`src/hw/mwbd_pkg.sv`:
```
// Purpose: shared constants and carriers for the window base decode block
// Assumes: config offsets are byte addresses of dword-aligned registers
// Notes:   each 64-bit window register spans two config dwords
`default_nettype none
package mwbd_pkg;

	// config dword offsets (byte address, low two bits ignored)
	localparam logic [7:0]  MWBD_OFF_STATUS  = 8'h04;  // command/status
	localparam logic [7:0]  MWBD_OFF_CAP_PTR = 8'h34;  // capability ptr
	localparam logic [7:0]  MWBD_OFF_EGR_LO  = 8'h40;  // egress base low
	localparam logic [7:0]  MWBD_OFF_EGR_HI  = 8'h44;  // egress base high
	localparam logic [7:0]  MWBD_OFF_REG_LO  = 8'h48;  // reg window low
	localparam logic [7:0]  MWBD_OFF_REG_HI  = 8'h4C;  // reg window high

	// fixed read values
	localparam logic [7:0]  MWBD_CAP_PTR_VAL = 8'hE0;
	// capability list present is status bit 4, status sits at byte 6
	localparam int unsigned MWBD_CAP_LIST_BIT = 20;

	// writable bits of each window register: base field and enable bit 0
	localparam logic [63:0] MWBD_EGR_WMASK   = 64'h0000_000F_FFFF_F001;
	localparam logic [63:0] MWBD_REG_WMASK   = 64'h0000_000F_FFFF_C001;
	localparam logic [63:0] MWBD_WIN_RESET   = 64'h0000_0000_0000_0000;

	// address compare masks over bits 35:0, and offset masks in window
	localparam logic [35:0] MWBD_EGR_AMASK   = 36'hF_FFFF_F000;
	localparam logic [35:0] MWBD_REG_AMASK   = 36'hF_FFFF_C000;
	localparam logic [13:0] MWBD_EGR_OMASK   = 14'h0FFF;
	localparam logic [13:0] MWBD_REG_OMASK   = 14'h3FFF;

	// config cycle towards bus 0, device 0, function 0
	typedef struct packed {
		logic        valid;   // one-cycle request strobe
		logic        write;   // 1 write, 0 read
		logic [7:0]  offset;  // byte offset in config space
		logic [3:0]  be;      // byte enables
		logic [31:0] wdata;   // write data
	} mwbd_cfg_req_s;

	typedef struct packed {
		logic        valid;   // one cycle after each request
		logic [31:0] rdata;   // read data, zero for writes
	} mwbd_cfg_rsp_s;

	// memory access to be claimed or passed on
	typedef struct packed {
		logic        valid;
		logic [63:0] addr;
	} mwbd_mem_req_s;

	typedef struct packed {
		logic        egr_hit;  // egress window claims the access
		logic [11:0] egr_off;  // offset inside egress window
		logic        reg_hit;  // register window claims the access
		logic [13:0] reg_off;  // offset inside register window
	} mwbd_claim_s;

endpackage
`default_nettype wire

```
`src/hw/mwbd_top.sv`:
```
// Purpose: config registers and memory claim for two base windows
// Assumes: config cycles already decoded to bus 0, device 0, function 0
// Notes:   both claims are reported if software overlaps the windows
//
// Function
// - capability pointer reads fixed E0h, read-only
// - egress base field holds address bits 35:12
// - egress bits 63:36 reserved, read zero
// - egress window disabled after reset until enabled
// - egress enable gates claiming of its window
// - egress window has no memory behind it
// - register window base holds bits 35:14
// - register window register resets to all zeros
// - register window enable gates its claiming
// - register window has no memory behind it
// - status reports capability list present, hardwired
`timescale 1ns/100ps
`default_nettype none
module mwbd_top
	import mwbd_pkg::*;
(
	input  wire logic          clk,
	input  wire logic          arst_n,
	input  wire mwbd_cfg_req_s cfg_req,
	output mwbd_cfg_rsp_s      cfg_rsp,
	input  wire mwbd_mem_req_s mem_req,
	output mwbd_claim_s        claim
);
	logic [63:0]   egr_q;      // egress window register
	logic [63:0]   egr_d;
	logic [63:0]   reg_q;      // register window register
	logic [63:0]   reg_d;
	mwbd_cfg_rsp_s rsp_q;      // registered config answer
	mwbd_cfg_rsp_s rsp_d;
	mwbd_claim_s   claim_q;    // registered claim result
	mwbd_claim_s   claim_d;

	// dword decode of the config offset
	wire logic [7:0]  dw_off  = {cfg_req.offset[7:2], 2'b00};
	wire logic        cfg_wr  = cfg_req.valid & cfg_req.write;
	wire logic        cfg_rd  = cfg_req.valid & ~cfg_req.write;
	wire logic        sel_elo = (dw_off == MWBD_OFF_EGR_LO);
	wire logic        sel_ehi = (dw_off == MWBD_OFF_EGR_HI);
	wire logic        sel_rlo = (dw_off == MWBD_OFF_REG_LO);
	wire logic        sel_rhi = (dw_off == MWBD_OFF_REG_HI);

	// byte enables expanded to a bit mask over one dword
	wire logic [31:0] be_bits = {{8{cfg_req.be[3]}}, {8{cfg_req.be[2]}},
	                             {8{cfg_req.be[1]}}, {8{cfg_req.be[0]}}};
	// lane mask placed over the low or high half of a 64-bit register
	wire logic [63:0] lo_mask = {32'h0000_0000, be_bits};
	wire logic [63:0] hi_mask = {be_bits, 32'h0000_0000};
	wire logic [63:0] wdat64  = {cfg_req.wdata, cfg_req.wdata};

	// write masks: only enabled lanes of the selected half, writable bits
	wire logic [63:0] egr_wm  = (cfg_wr & sel_elo) ? lo_mask & MWBD_EGR_WMASK
	                          : (cfg_wr & sel_ehi) ? hi_mask & MWBD_EGR_WMASK
	                          : 64'h0000_0000_0000_0000;
	wire logic [63:0] reg_wm  = (cfg_wr & sel_rlo) ? lo_mask & MWBD_REG_WMASK
	                          : (cfg_wr & sel_rhi) ? hi_mask & MWBD_REG_WMASK
	                          : 64'h0000_0000_0000_0000;

	// masked merge keeps reserved bits at zero whatever is written
	assign egr_d = (egr_q & ~egr_wm) | (wdat64 & egr_wm);
	assign reg_d = (reg_q & ~reg_wm) | (wdat64 & reg_wm);

	// status word: only the capability list bit is implemented here
	wire logic [31:0] stat_word = 32'h0000_0001 << MWBD_CAP_LIST_BIT;

	// read mux; unmapped offsets and the write path answer zero
	wire logic [31:0] rd_word =
		(dw_off == MWBD_OFF_STATUS) ? stat_word :
		(dw_off == MWBD_OFF_CAP_PTR) ? {24'h00_0000, MWBD_CAP_PTR_VAL} :
		sel_elo                     ? egr_q[31:0] :
		sel_ehi                     ? egr_q[63:32] :
		sel_rlo                     ? reg_q[31:0] :
		sel_rhi                     ? reg_q[63:32] :
		32'h0000_0000;

	// every request gets exactly one answer on the next edge
	assign rsp_d.valid = cfg_req.valid;
	assign rsp_d.rdata = cfg_rd ? rd_word : 32'h0000_0000;

	// window decoders; hits only claim, no storage lies behind them
	logic [13:0] egr_off_w;  // offset from egress decoder
	logic [13:0] reg_off_w;  // offset from register window decoder
	logic        egr_hit_w;
	logic        reg_hit_w;

	mwbd_win_dec #(
		.AMASK (MWBD_EGR_AMASK),
		.OMASK (MWBD_EGR_OMASK)
	) u_egr_dec (
		.valid  (mem_req.valid),
		.addr   (mem_req.addr),
		.base   (egr_q),
		.hit    (egr_hit_w),
		.offset (egr_off_w)
	);

	mwbd_win_dec #(
		.AMASK (MWBD_REG_AMASK),
		.OMASK (MWBD_REG_OMASK)
	) u_reg_dec (
		.valid  (mem_req.valid),
		.addr   (mem_req.addr),
		.base   (reg_q),
		.hit    (reg_hit_w),
		.offset (reg_off_w)
	);

	// offsets are forwarded only with a claim, so nothing leaks when idle
	assign claim_d.egr_hit = egr_hit_w;
	assign claim_d.egr_off = egr_hit_w ? egr_off_w[11:0] : 12'h000;
	assign claim_d.reg_hit = reg_hit_w;
	assign claim_d.reg_off = reg_hit_w ? reg_off_w : 14'h0000;

	// window registers: both windows start disabled at zero base
	always_ff @(posedge clk or negedge arst_n) begin
		if (!arst_n) begin
			egr_q <= MWBD_WIN_RESET;
			reg_q <= MWBD_WIN_RESET;
		end else begin
			egr_q <= egr_d;
			reg_q <= reg_d;
		end
	end

	// answer and claim pipeline registers
	always_ff @(posedge clk or negedge arst_n) begin
		if (!arst_n) begin
			rsp_q   <= '0;
			claim_q <= '0;
		end else begin
			rsp_q   <= rsp_d;
			claim_q <= claim_d;
		end
	end

	assign cfg_rsp = rsp_q;
	assign claim   = claim_q;

	// firmware programs the bases; this block only honours what it gets
	// (a base above 64 GB is impossible to write, so no check is needed)

	// ---- checks ----
	// marks the first sampled edge after reset release
	logic seen_q;
	always_ff @(posedge clk or negedge arst_n) begin
		if (!arst_n) begin
			seen_q <= 1'b0;
		end else begin
			seen_q <= 1'b1;
		end
	end
endmodule
`default_nettype wire

```
`src/hw/mwbd_win_dec.sv`:
```
// Purpose: address match for one naturally aligned base window
// Assumes: base register holds the base in 35:N and the enable in bit 0
// Notes:   combinational; the caller registers the result
`timescale 1ns/100ps
`default_nettype none
module mwbd_win_dec
	import mwbd_pkg::*;
#(
	parameter logic [35:0] AMASK = MWBD_EGR_AMASK,
	parameter logic [13:0] OMASK = MWBD_EGR_OMASK
) (
	input  wire logic        valid,
	input  wire logic [63:0] addr,
	input  wire logic [63:0] base,
	output logic             hit,
	output logic [13:0]      offset
);
	// accesses above 64 GB can never match, the base has no bits there
	wire logic low_space = (addr[63:36] == 28'h000_0000);
	// only the bits at and above the alignment boundary are compared
	wire logic base_eq   = (((addr[35:0] ^ base[35:0]) & AMASK) == 36'h0);

	// enable gates the claim; disabled windows claim nothing
	assign hit    = valid & base[0] & low_space & base_eq;
	assign offset = addr[13:0] & OMASK;
endmodule
`default_nettype wire

```
`config.mk`:
```
export PLATFORM = sky130hd
export DESIGN_NAME = mwbd_top
export DESIGN_NICKNAME = d
export VERILOG_FILES = /design/src/hw/mwbd_pkg.sv /design/src/hw/mwbd_top.sv /design/src/hw/mwbd_win_dec.sv
export SDC_FILE = /design/constraint.sdc
export NUM_CORES = 1
export LEC_CHECK = 0
export ABC_CLOCK_PERIOD_IN_PS = 1700
export BUFFER_PORTS_ARGS = -buffer_cell sky130_fd_sc_hd__buf_2
export CORE_UTILIZATION = 45
export CTS_CLUSTER_SIZE = 12
export DETAILED_ROUTE_END_ITERATION = 7
export PLACE_DENSITY = 0.83
export SETUP_SLACK_MARGIN = 0.1
export SYNTH_ARGS = -nofsm -noshare
export SYNTH_HDL_FRONTEND = slang
export SYNTH_HIERARCHICAL = 1
export SYNTH_SLANG_ARGS = --single-unit
```
`constraint.sdc`:
```
create_clock -name clk -period 1.7 [get_ports clk]
set_input_delay 0.34 -clock clk [delete_from_list [all_inputs] [get_ports clk]]
set_output_delay 0.34 -clock clk [all_outputs]
set_load 0.01 [all_outputs]
```
After elaboration in Yosys (flattened, before gate mapping)
Cells that the tools add are included.
{ "totals": {"inputBits": 113, "elab_cells": 53, "register_bits": 189} }
{ "classes": {"n_reduce_logical": 3, "bitwise_logic": 23, "eq_ne": 6, "mux": 13} }
{ "op_table": {"columns": ["operator", "n"], "rows": [
  ["$mux 32", 7],
  ["$mux 36", 4],
  ["$and 64x36->64", 2],
  ["$and 64x64->64", 2],
  ["$not 36->64", 2],
  ["$or 64x64->64", 2],
  ["$logic_not 36->1", 2],
  ["$xor 36x36->36", 2],
  ["$logic_not 28->1", 1],
  ["$eq 6x5->1 const B", 4],
  ["$mux 14", 1],
  ["$and 1x1->1", 12],
  ["$mux 12", 1],
  ["$eq 6x1->1 const B", 1],
  ["$eq 6x4->1 const B", 1],
  ["$not 1->1", 1]
]} }

Logic depth before layout (Yosys ltp)
{ "logic_depth": {"depth_word": 8, "depth_mapped": 6} }

Hierarchy
Netlist, hierarchy kept.
{ "modules_own_cells": {"columns": ["mod", "area_each_um2", "cells_each", "seq_area_each_um2", "instances"], "rows": [
  ["mwbd_top", 3995.1, 296, 2552.4, 1],
  ["mwbd_win_dec (u_egr_dec)", 456.7, 58, 0.0, 1],
  ["mwbd_win_dec (u_reg_dec)", 417.9, 53, 0.0, 1]
]} }

Worst setup path before layout
No wires, ideal clock.
{ "synth_path": {"kind": "input -> register", "start": "input port cfg_req[43] (netlist name)", "end": "register with a tool-made name", "setup_ns": 0.125, "required_time_ns": 1.575, "arrival_time_ns": 1.903, "stages": 5, "setup_slack_ns": -0.328, "path_cell_list": "or4b_1 -> buf_2 -> or4_4 -> buf_6 -> mux2_4"} }
{ "synth_rtl": {"columns": ["item", "line", "source"], "rows": [
  ["start, declared", "mwbd_top.sv:24", "input wire mwbd_cfg_req_s cfg_req,"]
]} }

==> results by group <==
Place
  • Port Buffers: 158
  • Worst slack, placed: -354 ps
  • Routability cong.: 0.850
  • DP Wirelength: 10.1 mm

Critical path
  • Worst setup SP type: flop
  • Reg2Reg Depth: 6
  • CP arrival: 2080 ps
  • WS Path Type: flop to flop
  • Required time of the critical path: 2010 ps
  • CP Cell Sequence: nor4b_2, nand4_1, or4_4, nor4_4, buf_6, and2_1
  • R2r endpoint: claim[2]
  • Critical Path End Type: flop
  • CP max-delay cell: or4_4
  • Crit Path Max Fanout: 15
  • Largest stage delay, worst path: 460 ps
  • R2R setup slack: -70 ps
  • Buf/Inv on CP: 1
  • Cell family with most CP delay: simple AND/OR/NAND/NOR gates

Global routing
  • Grt ovf: 0
  • Largest net degree at the start of global routing: 37
  • Number of global-route vias before repair: 4004
  • Initial antenna violation count: 1
  • First-pass GRT wire length: 20.4 mm
  • Global-route usage over all layers: 24.0%

Power and ir drop
  • P_sw: 0.00129 W
  • Clock share of power: 32.5%
  • Worst vdd ir: 371 uV
  • Comb pwr share: 13.3%
  • Sequential cell fraction of total power: 54.2%
  • Switch share: 27.7%
  • PwrDens: 731 nW/um^2
  • Internal: 0.00338 W
  • Leak Pwr: 3.42 nW

Timing
  • Fin Clk Skew: 15.5 ps
  • Hold Vio Cnt, Final: 0
  • Period utilisation layout: 104%
  • Min Tclk post-route: 1770 ps
  • Final Max Tran Viols: 0
  • Final WS setup: -69.4 ps
  • F_max: 0.565 GHz
  • Final setup viols: 26
  • RSZ-0062 raised after global routing: true

CTS
  • TritonCTS Buffers: 9
  • Postcts setup bufs: 0
  • Worst-path clk slew: 100 ps
  • H-tree depth: 3
  • Clock buffer depth: 2
  • CTS root buffer: clkbuf_8
  • Clock latency at the later pin of the worst-skew pair: 380 ps
  • TritonCTS clock tree: done
  • Clk sinks: 102

Die
  • DIE AREA: 11200 um^2
  • Die X-Extent: 106 um
  • Row count: 37
  • Ports: 174
  • Initial Util: 46.8%
  • Core Region: 10400 um^2
  • Die Span Y: 106 um

Layout
  • Synthesis-to-layout area growth: 31.6%
  • Most frequent cells in the layout: buf_2, dfrtp_1, buf_4, nand3_1, xor2_1
  • Core Util, Final: 61.5%
  • Commonest non-fill, non-tap cell in the layout: buf_2
  • Filler cells: 830
  • N_diodes: 0
  • Fraction of layout cells with a size suffix above 1: 51.8%
  • Nets: 708

Synthesis
  • Mapped Area: 4850 um^2
  • Post-Synthesis Cells: 404
  • YS warnings: 6
  • Avg Inst Size Synth: 12.0 um^2

Run status
  • Failing checks: setup timing
  • Status: finished with violations

Route
  • DR WL/cell: 17.5 um
  • Vias per cell: 5.21
  • Drt total wl: 12.9 mm
  • Detailed Route Iter0 Violations: 272
  • Vias: 3836
  • DRT Pass-1 Iters: 4
  • Drt drc: 0
  • Post-DRT Antenna Nets: 0

Min path
  • Hold depth: 1
  • Hold path endpoint: cfg_rsp[32]
  • Hold Path Class: input port to flop
  • Hold Startpoint: cfg_req[45]

Job
  • Max-cap violations: 0
power groups by stage:
stage	Sequential, W	Combinational [W]	Clock [W]
after floorplan	0.00257	0.000262	0
after global placement	0.00257	0.000586	0
after detailed placement	0.00258	0.000604	0
after CTS	0.00253	0.000615	0.00155
after global routing	0.00254	0.000673	0.00166
final	0.00253	0.000622	0.00152
layer usage:
layer	wire [um]	track usage (%)
met1	5260	29.8
met2	6520	41.2
met3	796	4.64
met4	329	9.42
met5	13	0
layout make-up:
type	instances	area [um^2]	area share, %
clock buffer	9	124	1.94
tap	136	170	2.67
multi-input combinational	253	2070	32.4
sequential	102	2550	40.0
timing repair buffer	227	1390	21.7
inverter	2	7.51	0.118
clock inverter	7	73.8	1.16
stage by stage:
stage                     cell area, um^2  instances  TNS [ps]  hold WS (ps)  power (W)
final                                6380        736      -951           104    0.00467
after global routing                 6380        736     -3880           102    0.00487
after CTS                            6350        736     -1590           101    0.00469
after detailed placement             6120        719    -16470           316    0.00318
after global placement               6120        719    -15570           310    0.00316
after floorplan                      4930        408     -7670          44.4    0.00283
worst max-delay path by stage:
stage	from	end	slack, ps	depth (start not counted)
floorplan	cfg_req[43]	flop	-310	5
CTS	flop	claim[2]	-90	6
global placement	cfg_req[43]	flop	-340	4
global route	flop	claim[2]	-180	6
finish	flop	claim[2]	-70	6
detailed placement	cfg_req[43]	flop	-350	4
timing repair:
action                     CTS  global route
gates resized for setup      4             5
pin swaps                    2             4
hold buffers                 1             0
hold endpoints to repair    32             0
setup endpoints to repair   40            40
(Power assumes the default switching activity.)
